--- src/rtl/irq_ctrl_pkg.sv ---
// package: constants, register map and types of the interrupt controller
package irq_ctrl_pkg;

  localparam int          PC_W      = 13;
  localparam int          NSRC      = 6;
  localparam int          STACK_D   = 4;
  localparam int          SP_W      = 3;

  // byte addresses on the register bus
  localparam logic [3:0]  ADR_EDGE  = 4'h0;
  localparam logic [3:0]  ADR_CTL0  = 4'h4;
  localparam logic [3:0]  ADR_CTL1  = 4'h8;
  localparam logic [3:0]  ADR_MFC   = 4'hc;

  // int_control_primary fields
  localparam int          B_GIE     = 0;
  localparam int          B_PINE    = 1;
  localparam int          B_TCHE    = 2;
  localparam int          B_GRPE    = 3;
  localparam int          B_PINF    = 4;
  localparam int          B_TCHF    = 5;
  localparam int          B_GRPF    = 6;
  // int_control_secondary fields
  localparam int          B_SERE    = 0;
  localparam int          B_TICKE   = 1;
  localparam int          B_NVME    = 2;
  localparam int          B_SERF    = 4;
  localparam int          B_TICKF   = 5;
  localparam int          B_NVMF    = 6;
  // multi_function_control fields
  localparam int          B_CPE     = 0;
  localparam int          B_CAE     = 1;
  localparam int          B_CPF     = 4;
  localparam int          B_CAF     = 5;

  localparam logic [7:0]  REG_RST   = 8'h00;
  localparam logic [1:0]  EDGE_OFF  = 2'h0;
  localparam logic [1:0]  EDGE_RISE = 2'h1;
  localparam logic [1:0]  EDGE_FALL = 2'h2;
  localparam logic [1:0]  EDGE_BOTH = 2'h3;

  // source index = priority, 0 highest
  localparam int          S_PIN     = 0;
  localparam int          S_TCH     = 1;
  localparam int          S_GRP     = 2;
  localparam int          S_TICK    = 3;
  localparam int          S_SER     = 4;
  localparam int          S_NVM     = 5;

  localparam logic [1:0]  RESP_OK   = 2'h0;
  localparam logic [1:0]  RESP_SLV  = 2'h2;

  typedef enum logic [2:0] {
    ST_RUN  = 3'b001,
    ST_PUSH = 3'b010,
    ST_LOAD = 3'b100
  } seq_t;

endpackage : irq_ctrl_pkg

--- src/rtl/pin_edge_detect.sv ---
// edge qualifier for the shared external interrupt pin
`timescale 1ns/100ps
`default_nettype none
module pin_edge_detect
  import irq_ctrl_pkg::*;
(
  input  wire logic       clk_sys,   // system clock
  input  wire logic       rst_n,     // async reset, active low
  input  wire logic       pinLevel,  // pin level, pull-high already applied
  input  wire logic       pinIsIn,   // port control says input
  input  wire logic       pinEn,     // pin interrupt enable
  input  wire logic [1:0] edgeSel,   // edge type field
  output logic            edgeHit    // one-cycle qualified edge
);
  logic prev_r;
  logic prev_nxt;
  logic hit_r;
  logic hit_nxt;
  logic rise;
  logic fall;

  always_comb begin
    prev_nxt = pinLevel;
    rise     = pinLevel & ~prev_r;
    fall     = ~pinLevel & prev_r;
    hit_nxt  = 1'b0;
    // pull-high stays with the pad; only the level is watched here
    if (pinEn && pinIsIn) begin
      case (edgeSel)
        EDGE_RISE: hit_nxt = rise;
        EDGE_FALL: hit_nxt = fall;
        EDGE_BOTH: hit_nxt = rise | fall;
        default:   hit_nxt = 1'b0;
      endcase
    end
  end

  // prev starts high so a pulled-up pin gives no false rise after reset
  always_ff @(posedge clk_sys or negedge rst_n) begin
    if (!rst_n) begin
      prev_r <= 1'b1;
      hit_r  <= 1'b0;
    end else begin
      prev_r <= prev_nxt;
      hit_r  <= hit_nxt;
    end
  end

  assign edgeHit = hit_r;

  a_edge_off: assert property (@(posedge clk_sys) disable iff (!rst_n)
    (edgeSel == EDGE_OFF || !pinIsIn) |=> !hit_r)
    else $error("edge reported while pin irq disabled");
endmodule : pin_edge_detect
`default_nettype wire

--- src/rtl/return_stack.sv ---
// return address stack for interrupt entry and return
`timescale 1ns/100ps
`default_nettype none
module return_stack
  import irq_ctrl_pkg::*;
(
  input  wire logic            clk_sys,  // system clock
  input  wire logic            rst_n,    // async reset, active low
  input  wire logic            push,     // push pushData
  input  wire logic            pop,      // pop top entry
  input  wire logic [PC_W-1:0] pushData, // address to save
  output logic      [PC_W-1:0] top,      // current top entry
  output logic                 full,     // no room left
  output logic      [SP_W-1:0] depth     // entries held
);
  logic [PC_W-1:0] mem_r [STACK_D];
  logic [PC_W-1:0] mem_nxt [STACK_D];
  logic [SP_W-1:0] sp_r;
  logic [SP_W-1:0] sp_nxt;

  always_comb begin
    mem_nxt = mem_r;
    sp_nxt  = sp_r;
    if (push && !full) begin
      mem_nxt[sp_r[1:0]] = pushData;
      sp_nxt = sp_r + 3'h1;
    end else if (pop && sp_r != 3'h0) begin
      sp_nxt = sp_r - 3'h1;
    end
  end

  always_ff @(posedge clk_sys or negedge rst_n) begin
    if (!rst_n) begin
      sp_r <= 3'h0;
      for (int i = 0; i < STACK_D; i++) mem_r[i] <= '0;
    end else begin
      sp_r  <= sp_nxt;
      mem_r <= mem_nxt;
    end
  end

  assign full  = (sp_r == SP_W'(STACK_D));
  assign depth = sp_r;
  assign top   = mem_r[2'(sp_r - 3'h1)];
endmodule : return_stack
`default_nettype wire

--- src/rtl/irq_ctrl.sv ---
// interrupt controller top: register file, flags, arbiter, pc sequencing
`timescale 1ns/100ps
`default_nettype none
module irq_ctrl
  import irq_ctrl_pkg::*;
#(
  parameter logic [PC_W-1:0] VEC_PIN  = 13'h0004,
  parameter logic [PC_W-1:0] VEC_TCH  = 13'h0008,
  parameter logic [PC_W-1:0] VEC_GRP  = 13'h000c,
  parameter logic [PC_W-1:0] VEC_TICK = 13'h0010,
  parameter logic [PC_W-1:0] VEC_SER  = 13'h0014,
  parameter logic [PC_W-1:0] VEC_NVM  = 13'h0018
)(
  input  wire logic            clk_sys,     // system clock
  input  wire logic            rst_n,       // async reset, active low
  input  wire logic [3:0]      s_awaddr,    // axi write address
  input  wire logic            s_awvalid,   // axi
  output logic                 s_awready,   // axi
  input  wire logic [31:0]     s_wdata,     // axi write data
  input  wire logic [3:0]      s_wstrb,     // axi byte strobes
  input  wire logic            s_wvalid,    // axi
  output logic                 s_wready,    // axi
  output logic [1:0]           s_bresp,     // axi
  output logic                 s_bvalid,    // axi
  input  wire logic            s_bready,    // axi
  input  wire logic [3:0]      s_araddr,    // axi read address
  input  wire logic            s_arvalid,   // axi
  output logic                 s_arready,   // axi
  output logic [31:0]          s_rdata,     // axi read data
  output logic [1:0]           s_rresp,     // axi
  output logic                 s_rvalid,    // axi
  input  wire logic            s_rready,    // axi
  input  wire logic            pinLevel,    // external interrupt pin level
  input  wire logic            pinIsIn,     // port control: pin is input
  input  wire logic            touchEvt,    // touch slot counter overflow
  input  wire logic            tickEvt,     // time base overflow
  input  wire logic            serialEvt,   // serial module event
  input  wire logic            nvmEvt,      // nvm write cycle end
  input  wire logic            cmpPEvt,     // comparator p match
  input  wire logic            cmpAEvt,     // comparator a match
  input  wire logic            instrBound,  // core may take an irq now
  input  wire logic [PC_W-1:0] nextPc,      // next instruction address
  input  wire logic            retiExec,    // return_from_irq_instr executes
  output logic                 pcLoad,      // load pcValue into pc
  output logic [PC_W-1:0]      pcValue,     // vector or return address
  output logic                 irqTaken,    // entry sequence begun
  output logic                 stackFull,   // return stack full
  output logic                 wake         // leave sleep or idle
);
  logic [1:0]      edge_r, edge_nxt;
  logic [7:0]      ctl0_r, ctl0_nxt;
  logic [7:0]      ctl1_r, ctl1_nxt;
  logic [7:0]      mfc_r, mfc_nxt;
  seq_t            st_r, st_nxt;
  logic [2:0]      src_r, src_nxt;
  logic [PC_W-1:0] pc_r, pc_nxt;
  logic            pcLd_r, pcLd_nxt, tk_r, tk_nxt, wake_r, wake_nxt;
  logic            awHeld_r, awHeld_nxt, wHeld_r, wHeld_nxt;
  logic [3:0]      awA_r, awA_nxt;
  logic [31:0]     wD_r, wD_nxt;
  logic [3:0]      wS_r, wS_nxt;
  logic            bv_r, bv_nxt, rv_r, rv_nxt;
  logic [1:0]      br_r, br_nxt, rr_r, rr_nxt;
  logic [31:0]     rd_r, rd_nxt;
  logic            full_r, full_nxt;

  logic            pinHit, stkFull, doWr, doRd, accept, push, pop;
  logic [SP_W-1:0] depth;
  logic [PC_W-1:0] stkTop;
  logic [NSRC-1:0] flags, enables, pend;
  logic [2:0]      win;
  logic [7:0]      rdByte;

  pin_edge_detect u_edge (
    .clk_sys (clk_sys),
    .rst_n   (rst_n),
    .pinLevel(pinLevel),
    .pinIsIn (pinIsIn),
    .pinEn   (ctl0_r[B_PINE]),
    .edgeSel (edge_r),
    .edgeHit (pinHit)
  );

  return_stack u_stack (
    .clk_sys (clk_sys),
    .rst_n   (rst_n),
    .push    (push),
    .pop     (pop),
    .pushData(nextPc),
    .top     (stkTop),
    .full    (stkFull),
    .depth   (depth)
  );

  // priority order is the bit order
  assign flags   = {ctl1_r[B_NVMF], ctl1_r[B_SERF], ctl1_r[B_TICKF],
                    ctl0_r[B_GRPF], ctl0_r[B_TCHF], ctl0_r[B_PINF]};
  assign enables = {ctl1_r[B_NVME], ctl1_r[B_SERE], ctl1_r[B_TICKE],
                    ctl0_r[B_GRPE], ctl0_r[B_TCHE], ctl0_r[B_PINE]};
  assign pend    = flags & enables;

  always_comb begin
    win = 3'h0;
    for (int i = NSRC - 1; i >= 0; i--) begin
      if (pend[i]) win = 3'(i);
    end
  end

  assign accept = (st_r == ST_RUN) && instrBound && ctl0_r[B_GIE] && (|pend) && !stkFull;
  assign push   = (st_r == ST_PUSH);
  // a return that loses to an entry must not pop, or stack and pc drift apart
  assign pop    = (st_r == ST_RUN) && !accept && retiExec;

  // axi: take address and data in either order, one write at a time
  assign doWr = awHeld_r && wHeld_r && !bv_r;
  assign doRd = s_arvalid && !rv_r;

  always_comb begin
    case (s_araddr)
      ADR_EDGE: rdByte = {6'h00, edge_r};
      ADR_CTL0: rdByte = {1'b0, ctl0_r[6:0]};
      ADR_CTL1: rdByte = {1'b0, ctl1_r[6:4], 1'b0, ctl1_r[2:0]};
      ADR_MFC:  rdByte = {2'h0, mfc_r[5:4], 2'h0, mfc_r[1:0]};
      default:  rdByte = 8'h00;
    endcase
  end

  always_comb begin
    awHeld_nxt = awHeld_r;
    wHeld_nxt  = wHeld_r;
    awA_nxt    = awA_r;
    wD_nxt     = wD_r;
    wS_nxt     = wS_r;
    bv_nxt     = bv_r;
    br_nxt     = br_r;
    rv_nxt     = rv_r;
    rr_nxt     = rr_r;
    rd_nxt     = rd_r;
    if (s_awvalid && !awHeld_r) begin
      awHeld_nxt = 1'b1;
      awA_nxt    = s_awaddr;
    end
    if (s_wvalid && !wHeld_r) begin
      wHeld_nxt = 1'b1;
      wD_nxt    = s_wdata;
      wS_nxt    = s_wstrb;
    end
    if (doWr) begin
      awHeld_nxt = 1'b0;
      wHeld_nxt  = 1'b0;
      bv_nxt     = 1'b1;
      br_nxt     = (awA_r[1:0] == 2'h0) ? RESP_OK : RESP_SLV;
    end
    if (bv_r && s_bready) bv_nxt = 1'b0;
    if (doRd) begin
      rv_nxt = 1'b1;
      rd_nxt = {24'h000000, rdByte};
      rr_nxt = (s_araddr[1:0] == 2'h0) ? RESP_OK : RESP_SLV;
    end else if (rv_r && s_rready) begin
      rv_nxt = 1'b0;
    end
  end

  always_comb begin
    edge_nxt = edge_r;
    ctl0_nxt = ctl0_r;
    ctl1_nxt = ctl1_r;
    mfc_nxt  = mfc_r;
    // software writes first, so hardware sets below win over clears
    if (doWr && wS_r[0]) begin
      case (awA_r)
        ADR_EDGE: edge_nxt = wD_r[1:0];
        ADR_CTL0: ctl0_nxt = {1'b0, wD_r[6:0]};
        ADR_CTL1: ctl1_nxt = {1'b0, wD_r[6:4], 1'b0, wD_r[2:0]};
        ADR_MFC:  mfc_nxt  = {2'h0, wD_r[5:4], 2'h0, wD_r[1:0]};
        default:  ;
      endcase
    end
    if (accept) begin
      ctl0_nxt[B_GIE] = 1'b0;
      case (win)
        3'(S_PIN):  ctl0_nxt[B_PINF]  = 1'b0;
        3'(S_TCH):  ctl0_nxt[B_TCHF]  = 1'b0;
        3'(S_GRP):  ctl0_nxt[B_GRPF]  = 1'b0;
        3'(S_TICK): ctl1_nxt[B_TICKF] = 1'b0;
        3'(S_SER):  ctl1_nxt[B_SERF]  = 1'b0;
        3'(S_NVM):  ctl1_nxt[B_NVMF]  = 1'b0;
        default:    ;
      endcase
    end
    // events set flags regardless of global enable, and of their enables except the pin edge, which is gated by B_PINE
    if (pinHit)    ctl0_nxt[B_PINF]  = 1'b1;
    if (touchEvt)  ctl0_nxt[B_TCHF]  = 1'b1;
    if (tickEvt)   ctl1_nxt[B_TICKF] = 1'b1;
    if (serialEvt) ctl1_nxt[B_SERF]  = 1'b1;
    if (nvmEvt)    ctl1_nxt[B_NVMF]  = 1'b1;
    if (cmpPEvt)   mfc_nxt[B_CPF]    = 1'b1;
    if (cmpAEvt)   mfc_nxt[B_CAF]    = 1'b1;
    // enabled comparator events raise the grouped flag
    if ((cmpPEvt && mfc_r[B_CPE]) || (cmpAEvt && mfc_r[B_CAE]))
      ctl0_nxt[B_GRPF] = 1'b1;
  end

  always_comb begin
    st_nxt   = st_r;
    src_nxt  = src_r;
    pc_nxt   = pc_r;
    pcLd_nxt = 1'b0;
    tk_nxt   = 1'b0;
    wake_nxt = |{ctl0_r[B_PINF], ctl0_r[B_TCHF], ctl0_r[B_GRPF], ctl1_r[B_TICKF],
                 ctl1_r[B_SERF], ctl1_r[B_NVMF], mfc_r[B_CPF], mfc_r[B_CAF]};
    full_nxt = stkFull;
    case (st_r)
      ST_RUN: begin
        if (accept) begin
          st_nxt  = ST_PUSH;
          src_nxt = win;
          tk_nxt  = 1'b1;
        end else if (retiExec) begin
          pc_nxt   = stkTop;
          pcLd_nxt = 1'b1;
        end
      end
      ST_PUSH: st_nxt = ST_LOAD;
      ST_LOAD: begin
        // comparators have no vector of their own
        case (src_r)
          3'(S_PIN):  pc_nxt = VEC_PIN;
          3'(S_TCH):  pc_nxt = VEC_TCH;
          3'(S_GRP):  pc_nxt = VEC_GRP;
          3'(S_TICK): pc_nxt = VEC_TICK;
          3'(S_SER):  pc_nxt = VEC_SER;
          default:    pc_nxt = VEC_NVM;
        endcase
        pcLd_nxt = 1'b1;
        st_nxt   = ST_RUN;
      end
      default: st_nxt = ST_RUN;
    endcase
  end

  always_ff @(posedge clk_sys or negedge rst_n) begin
    if (!rst_n) begin
      edge_r <= EDGE_OFF;
      ctl0_r <= REG_RST;
      ctl1_r <= REG_RST;
      mfc_r  <= REG_RST;
      st_r   <= ST_RUN;
      src_r  <= 3'h0;
      pc_r   <= '0;
      pcLd_r <= 1'b0;
      tk_r   <= 1'b0;
      wake_r <= 1'b0;
      full_r <= 1'b0;
      awHeld_r <= 1'b0;
      wHeld_r  <= 1'b0;
      awA_r  <= 4'h0;
      wD_r   <= 32'h00000000;
      wS_r   <= 4'h0;
      bv_r   <= 1'b0;
      br_r   <= RESP_OK;
      rv_r   <= 1'b0;
      rr_r   <= RESP_OK;
      rd_r   <= 32'h00000000;
    end else begin
      edge_r <= edge_nxt;
      ctl0_r <= ctl0_nxt;
      ctl1_r <= ctl1_nxt;
      mfc_r  <= mfc_nxt;
      st_r   <= st_nxt;
      src_r  <= src_nxt;
      pc_r   <= pc_nxt;
      pcLd_r <= pcLd_nxt;
      tk_r   <= tk_nxt;
      wake_r <= wake_nxt;
      full_r <= full_nxt;
      awHeld_r <= awHeld_nxt;
      wHeld_r  <= wHeld_nxt;
      awA_r  <= awA_nxt;
      wD_r   <= wD_nxt;
      wS_r   <= wS_nxt;
      bv_r   <= bv_nxt;
      br_r   <= br_nxt;
      rv_r   <= rv_nxt;
      rr_r   <= rr_nxt;
      rd_r   <= rd_nxt;
    end
  end

  assign s_awready = !awHeld_r;
  assign s_wready  = !wHeld_r;
  assign s_bvalid  = bv_r;
  assign s_bresp   = br_r;
  assign s_arready = !rv_r;
  assign s_rvalid  = rv_r;
  assign s_rresp   = rr_r;
  assign s_rdata   = rd_r;
  assign pcLoad    = pcLd_r;
  assign pcValue   = pc_r;
  assign irqTaken  = tk_r;
  assign stackFull = full_r;
  assign wake      = wake_r;

  a_gie_blocks: assert property (@(posedge clk_sys) disable iff (!rst_n)
    !ctl0_r[B_GIE] |=> !tk_r)
    else $error("irq taken with global enable low");
  a_full_blocks: assert property (@(posedge clk_sys) disable iff (!rst_n)
    stkFull |=> !tk_r)
    else $error("irq taken with stack full");
  a_taken_gie_off: assert property (@(posedge clk_sys) disable iff (!rst_n)
    accept |=> !ctl0_r[B_GIE] || $past(doWr))
    else $error("global enable not cleared on entry");
  a_vector_load: assert property (@(posedge clk_sys) disable iff (!rst_n)
    tk_r |=> ##1 pcLd_r)
    else $error("vector not loaded two cycles after entry");
  a_push_depth: assert property (@(posedge clk_sys) disable iff (!rst_n)
    (st_r == ST_PUSH && !retiExec) |=> depth == $past(depth) + 3'h1)
    else $error("return address not pushed");
  a_pin_flag: assert property (@(posedge clk_sys) disable iff (!rst_n)
    pinHit |=> ctl0_r[B_PINF])
    else $error("pin edge lost");
  a_disabled_stays: assert property (@(posedge clk_sys) disable iff (!rst_n)
    (ctl0_r[B_PINF] && !ctl0_r[B_PINE] && !doWr) |=> ctl0_r[B_PINF])
    else $error("disabled flag cleared by hardware");
  a_grp_keeps_cmp: assert property (@(posedge clk_sys) disable iff (!rst_n)
    (accept && win == 3'(S_GRP) && mfc_r[B_CPF] && !doWr) |=> mfc_r[B_CPF])
    else $error("comparator flag cleared on grouped service");
  a_wake_flag: assert property (@(posedge clk_sys) disable iff (!rst_n)
    ctl1_r[B_NVMF] |=> wake_r)
    else $error("no wake on pending flag");
  a_one_at_time: assert property (@(posedge clk_sys) disable iff (!rst_n)
    tk_r |=> !tk_r [*2])
    else $error("two entries too close");

  c_pin_irq: cover property (@(posedge clk_sys) disable iff (!rst_n)
    tk_r && src_r == 3'(S_PIN));
  c_grp_irq: cover property (@(posedge clk_sys) disable iff (!rst_n)
    tk_r && src_r == 3'(S_GRP));
  c_return: cover property (@(posedge clk_sys) disable iff (!rst_n)
    retiExec && st_r == ST_RUN && depth != 3'h0);
  c_full_hold: cover property (@(posedge clk_sys) disable iff (!rst_n)
    stkFull && |pend && ctl0_r[B_GIE]);
endmodule : irq_ctrl
`default_nettype wire

--- config.mk ---
export PLATFORM = sky130hd
export DESIGN_NAME = irq_ctrl
export DESIGN_NICKNAME = d
export VERILOG_FILES = /design/src/rtl/irq_ctrl_pkg.sv /design/src/rtl/pin_edge_detect.sv /design/src/rtl/return_stack.sv /design/src/rtl/irq_ctrl.sv
export SDC_FILE = /design/constraint.sdc
export NUM_CORES = 1
export LEC_CHECK = 0
export ABC_AREA = 1
export BUFFER_PORTS_ARGS = -buffer_cell sky130_fd_sc_hd__buf_2
export CAP_MARGIN = 10
export CELL_PAD_IN_SITES_DETAIL_PLACEMENT = 0
export CELL_PAD_IN_SITES_GLOBAL_PLACEMENT = 1
export CORE_ASPECT_RATIO = 1.2
export CORE_MARGIN = 2
export CORE_UTILIZATION = 40
export DETAILED_ROUTE_END_ITERATION = 6
export PLACE_DENSITY = 0.82
export SLEW_MARGIN = 30
export SYNTH_ARGS = -nofsm -noshare
export SYNTH_HDL_FRONTEND = slang
export SYNTH_SLANG_ARGS = --single-unit
export TNS_END_PERCENT = 5
--- constraint.sdc ---
create_clock -name clk_sys -period 3.1 [get_ports clk_sys]
set_input_delay 0.62 -clock clk_sys [delete_from_list [all_inputs] [get_ports clk_sys]]
set_output_delay 0.62 -clock clk_sys [all_outputs]
set_load 0.03 [all_outputs]
==> reports/qor.yml, run 1 <==
status: "complete, no violations"
area_growth_pct: 17.38
post_synth.cell_area_avg_sq_um: 8.635
p_sw_share_pct: 39.23
maxCapViolCount: 0
clk_latency_ns: 0.42
combPwrFrac_pct: 34.8
ys_types: 37
reg2reg_from: "u_stack.depth[1]$_DFFE_PN0P_"
crit_arrival_ns: 2.60
placed_cell_area_sq_mm: 0.006285
async_flop_share_pct: 100.0
core_area_sq_mm: 0.01435
post-route-min-period_ns: 2.249
rr_worst_depth: 7
synth_seq_area_share_pct: 52.81
cts.path.max_buffers: 2
finalHoldViolations: 0
cp-start-kind: "register"
drc: 0
tightestPinTransition_ns: 0.7903
r2r_slack_ns: 0.85
slew_headroom_pct: 47.26
vias_per_cell: 4.946
hold_path.class: "in2async"
synth-edff-count: 0
clkTransAtPathRegs_ns: 0.06
num_antenna_cells: 0
setup_viol: 0
p_leak_nw: 3.681
io_buffers: 76
clockPowerShare_pct: 29.1
finalNonFillerCells: 944
initial_core_util_pct: 40.97
first_pass_iters: 4
grt_usage_pct: 18.33
synth_seq_cells: 124
powerDensity_mw_per_mm2: 1016
die_area_sq_mm: 0.01569
dp_hpwl_microns: 9334
worstSetupEndpoint: "pcValue[9]$_DFFE_PN0P_"
cts.htree.levels: 4
cts_resized: 0
synth_ff_type: "dfrtp_1"
layout_setup_ws_ns: 0.8509
final_antenna_net_count: 0
cts_hold_buf: 0
grt_overflow: 0
ir_drop_uv: 457.0
yosysWarnings: 0
die_w_microns: 114.7
fin_skew_ns: 0.01038
rsz0062_at_grt: "false"
netlist_area_sq_mm: 0.005881
wl_microns: 13530
num_vias: 4669
layout-drive-gt1-share_pct: 18.86
synthCells: 681
finalCritPeriodShare_pct: 72.55
antenna_found_initial: 1
dp_cells: 912
cpPeakStageDelay_ns: 0.61
grt_max_degree: 56
path_max_fanout: 23
grt_pass1_wl_microns: 22240
wl_per_cell_microns: 14.33
final_util_pct: 48.09
row_count: 48
nets: 837
path_cells: "inv_1, ha_1, inv_1, a21oi_1, a211oi_1, nand2_1, nand2_1"
timing.rr.end: "pcValue[9]$_DFFE_PN0P_"
cp.required_ns: 3.45
clock-sinks: 124
clock.fmax_mhz: 444.6
pre_cts_ws_ns: 0.8392
chipHeight_microns: 136.8
slowest_stage: "inv_1"
maxSlewViolCount: 0
p_sw_w: 0.002751
drt_iter0_drc: 305
crit_path_end_kind: "register"
p_seq_share_pct: 36.1
grt_pass1_vias: 4517
cts_setup_buffers: 0
critPathKind: "reg2reg"
power.internal_w: 0.004262
ioPinCount: 132
clock-root-buffer: "clkbuf_16"
numCtsBuffers: 17
gp_congestion: 0.8072
cts_tree: "done"
tns_ns: 0
worstSetupStartpoint: "u_stack.depth[1]$_DFFE_PN0P_"
fin_area_sq_mm: 0.006903
## Yosys cell counts, types with 2 or more instances
cell      instances  share of area [%]
o22ai_1           2               0.21
ha_1              7                1.5
nor4_1            2               0.21
inv_2             2               0.13
inv_1            56                3.6
o211ai_1          2               0.26
mux2_2            3               0.57
dfstp_2           2               0.89
nand4_1           6               0.64
nand2_4           7                1.3
o21ai_1          36                3.1
nor3_1            2               0.17
a21oi_1          39                3.3
o21ai_2           3               0.45
dfrtp_1         122                 52
a22o_1            3               0.45
nand2_1         207                 13
o21ai_0          45                3.8
a211oi_1         10                1.3
buf_6             4               0.77
clkbuf_1          4               0.26
nor3_2            2               0.34
nor2_1           22                1.4
buf_2            15                1.3
nand3_2           2               0.34
buf_4            28                3.6
nor2_2            3               0.32
o21bai_1          3               0.38
nand2_2           4               0.43
nand3_1          31                2.6
## per-layer routing
metal / wire, microns / track usage, % / vias up
met5: 13 / 0 / -
li1: - / - / 2320
met4: 103 / 5.894 / 2
met3: 651 / 5.182 / 10
met1: 6046 / 23.22 / 2221
met2: 6716 / 30.34 / 116
## logic make-up after synthesis
group	after synthesis	synth area share, %
simple gates	291	21.81
mux	3	0.5744
xor+xnor	1	0.1490
other cells	1	0.06377
flops	124	52.81
compound gates	144	13.38
fa+ha+maj	7	1.489
buf+inv	110	9.723
## power groups by stage
stage	Sequential, W	Clock [W]	Combinational (W)
final	0.00253	0.00204	0.00244
after floorplan	0.00272	0	0.00161
after detailed placement	0.00255	0	0.00244
after global placement	0.00253	0	0.00239
after global routing	0.00260	0.00215	0.00276
after CTS	0.00253	0.00207	0.00246
## placed cells by master, fill, tap and decap left out, drive strengths merged, types with 5 or more instances in the layout
cell type  count
nand3         34
buf           81
o21ai         84
nor3           5
ha             7
nand4          6
a211oi        10
nand2        218
inv           61
dfrtp        122
nor2          26
conb          27
clkbuf        19
a21oi         39
## per-stage QoR
stage	hold WS, ns	total power [W]
after floorplan	0.3244	0.004331
after global placement	0.4602	0.004918
after detailed placement	0.4680	0.005000
after CTS	0.1682	0.007067
after global routing	0.1764	0.007511
final	0.1517	0.007013
## how the worst min path moves through the flow
stage / end / slack [ns] / cells past startpoint
floorplan: awA_r[0]$_DFFE_PN0P_ / 0.32 / 0
global placement: s_rdata[1]$_DFFE_PN0P_ / 0.46 / 2
detailed placement: s_rdata[3]$_DFFE_PN0P_ / 0.47 / 2
CTS: u_stack.mem_r[22]$_DFFE_PN0P_ / 0.17 / 1
global route: u_stack.mem_r[22]$_DFFE_PN0P_ / 0.18 / 1
finish: u_stack.mem_r[22]$_DFFE_PN0P_ / 0.15 / 1
## sequential cells by signal, summed over array words and instances (netlist names), 4 cells and up
| signal | flops |
|---|---|
| pcValue | 13 |
| ctl0_r | 7 |
| u_stack.mem_r | 52 |
| ctl1_r | 6 |
| wD_r | 7 |
| awA_r | 4 |
| s_rdata | 7 |
| mfc_r | 4 |
## layout make-up
type | count | area (sq um)
Sequential cell | 124 | 3105
Fill cell | 1384 | 7451
Clock inverter | 13 | 165.2
Clock buffer | 19 | 452.9
Tap cell | 175 | 219.0
Inverter | 59 | 226.5
Multi-Input combinational cell | 473 | 2301
Timing Repair Buffer | 81 | 432.9
## worst max-delay path: cells and delay by family (launching register included)
| family | cells | cell delay [ns] |
|---|---|---|
| compound gates | 2 | 0.54 |
| fa+ha+maj | 1 | 0.36 |
| buf+inv | 2 | 0.71 |
| flops | 1 | 0.39 |
| simple gates | 2 | 0.18 |
(Power assumes the default switching activity.)
==> run 2: changes to the inputs <==
Settings changed: CORE_UTILIZATION 40 to 36, PLACE_DENSITY 0.82 to 0.78.
Clock period 3.1 ns to 1.9 ns, I/O delays scaled along.
==> run 2 against run 1 <==
  * Flip-flop and latch count unchanged
  * First-iteration DRC count decreased by 15%
  * Clock-buffer cell count stayed put
  * Global-route usage down 2.3 points
  * Via count shrank 1.6%
  * Total power rose by 66%
==> reports/qor.yml, run 2 (synthesis results as in run 1) <==
ioPinCount: 132  # unchanged
cts_tree: "done"
nFillCells: 1640  # +18%
grt_usage_pct: 16.08  # -2.3 points
gp_congestion: 0.7725  # -4.3%
powerDensity_mw_per_mm2: 1641  # +62%
finalCritPeriodShare_pct: 93.94  # +21 points
nets: 852  # +1.8%
num_vias: 4595  # -1.6%
chipHeight_microns: 144.0  # +5.3%
tns_ns: 0  # unchanged
slew_headroom_pct: 66.47  # +19 points
crit_arrival_ns: 2.14  # -0.46 ns
wl_met1_microns: 5933  # -1.9%
finalHoldViolations: 0  # unchanged
path_cells: "inv_1, ha_2, inv_1, buf_12, a21oi_1, a211oi_1, buf_4, nand2_1, nand2_1"
ir_drop_uv: 956.3  # +110%
wl_per_cell_microns: 13.21  # -7.8%
final_antenna_net_count: 0  # unchanged
fin_area_sq_mm: 0.007092  # +2.7%
worstSetupStartpoint: "u_stack.depth[1]$_DFFE_PN0P_"
cp_num_buf_inv: 4  # +2
post-route-min-period_ns: 1.785  # -0.4642 ns
p_leak_nw: 3.762  # +2.2%
clkTransAtPathRegs_ns: 0.06  # about the same
die_w_microns: 120.7  # +5.2%
path_max_fanout: 13  # -43%
first_pass_iters: 5  # +1
antenna_found_initial: 1  # unchanged
setup_viol: 0  # unchanged
crit_path_end_kind: "register"
maxSlewViolCount: 0  # unchanged
multi_input_area_sq_mm: 0.002308  # +0.33%
grt_overflow: 0  # unchanged
maxCapViolCount: 0  # unchanged
clock-sinks: 124  # unchanged
wl_microns: 13160  # -2.8%
timing.hold.ws_ns: 0.08685  # -0.06482 ns
cts.htree.levels: 4  # unchanged
core_area_sq_mm: 0.01608  # +12%
area_growth_pct: 20.60
vias_per_cell: 4.613  # -6.7%
rr_worst_depth: 9  # +2
placed_cell_area_sq_mm: 0.006431  # +2.3%
critPathTopFamily: "buffers and inverters"
top_layer: "met5"
slowest_stage: "dfrtp_1"
num_antenna_cells: 0  # unchanged
wl_met2_microns: 6427  # -4.3%
r2r_slack_ns: 0.12  # -0.74 ns
die_area_sq_mm: 0.01738  # +11%
status: "complete, no violations"
numCtsBuffers: 17  # unchanged
drc: 0  # unchanged
seq_area_sq_mm: 0.003105  # unchanged
drt_iter0_drc: 259  # -15%
total_power_w: 0.01164  # +66%
grt_pass1_wl_microns: 21870  # -1.7%
timing.rr.end: "pcValue[12]$_DFFE_PN0P_"
clk_latency_ns: 0.41  # about the same
wl_met3_microns: 646  # -0.77%
cpPeakStageDelay_ns: 0.41  # -0.20 ns
final_cell_mix: "207 x nand2_1, 122 x dfrtp_1, 75 x buf_2, 56 x inv_1, 45 x o21ai_0"
dp_hpwl_microns: 9281  # -0.57%
fin_skew_ns: 0.01097  # +0.0005901 ns
top_register: "u_stack.mem_r"
io_buffers: 76  # unchanged
initial_core_util_pct: 36.57  # -4.4 points
layout-drive-gt1-share_pct: 20.28  # +1.4 points
cp-start-kind: "register"
cp.required_ns: 2.26  # -1.19 ns
worstSetupPathDepth: 9  # +2
reg2reg_from: "u_stack.depth[1]$_DFFE_PN0P_"
row_count: 51  # +6.3%
critPathKind: "reg2reg"
tightestPinTransition_ns: 0.5017  # -0.2886 ns
worstSetupEndpoint: "pcValue[12]$_DFFE_PN0P_"
hold_path.class: "in2reg"
clock.fmax_mhz: 560.3  # +26%
layout_commonest_cell: "nand2_1"
clock-root-buffer: "clkbuf_16"
grt_pass1_vias: 4316  # -4.4%
grt_max_degree: 52  # -7.1%
largest_reg_flops: 52  # unchanged
cts.path.max_buffers: 2  # unchanged
-- run 2: cell count changes in the layout (fill, tap and decap cells not counted) --
| cell | before | now |
|---|---|---|
| clkinv_4 | 2 | 4 |
| buf_4 | 5 | 16 |
| dlygate4sd3_1 | 0 | 1 |
| buf_12 | 1 | 4 |
| ha_1 | 7 | 6 |
| clkinvlp_4 | 4 | 2 |
| clkbuf_8 | 2 | 0 |
| a211oi_2 | 0 | 1 |
| clkbuf_1 | 0 | 2 |
| ha_2 | 0 | 1 |
| a211oi_1 | 10 | 9 |
-- run 2: worst min path at each step --
stage,startpoint,end,slack (ns),cells after the start
global placement,rst_n,pcValue[0]$_DFFE_PN0P_,0.37,1
detailed placement,rst_n,u_stack.mem_r[19]$_DFFE_PN0P_,0.36,1
finish,pinLevel,u_edge.prev_r$_DFF_PN1_,0.09,1
CTS,pinLevel,u_edge.prev_r$_DFF_PN1_,0.07,1
floorplan,rst_n,awA_r[0]$_DFFE_PN0P_,0.08,0
global route,pinLevel,u_edge.prev_r$_DFF_PN1_,0.07,1
-- run 2: power by group --
part           total (W)  switching [W]  internal, W
combinational    0.00428        0.00276      0.00152
sequential       0.00410       0.000550      0.00355
clock            0.00326        0.00118      0.00207
-- run 2: layout make-up --
type	instances	area share (%)
clock inverters	13	2.364
multi-input cells	473	32.55
well taps	212	3.740
inverters	59	3.193
flip-flops and latches	124	43.79
repair buffers	96	8.257
clock buffers	19	6.104
-- run 2: routing by layer --
metal  track usage [%]  up-vias
met5                 0        -
met4             5.202        2
met3             4.495       15
met2             25.90      104
met1             21.00     2119
li1                  -     2355
-- run 2: stage by stage --
stage | instances | util, % | worst slack [ns]
3_5_place_dp | 957 | 39.99 | 0.09672
6_report | 996 | 44.10 | 0.1152
5_1_grt | 996 | 44.10 | -0.007654
2_1_floorplan | 707 | - | 0.01719
4_1_cts | 990 | 43.79 | 0.09833
3_3_place_gp | 957 | 39.99 | 0.1400
-- run 2: repair_timing --
action	CTS	global route
hold endpoints to repair	30	0
endpoints found under the setup margin	0	16
gates resized for setup	0	1
hold buffers	1	0
setup buffers	0	6
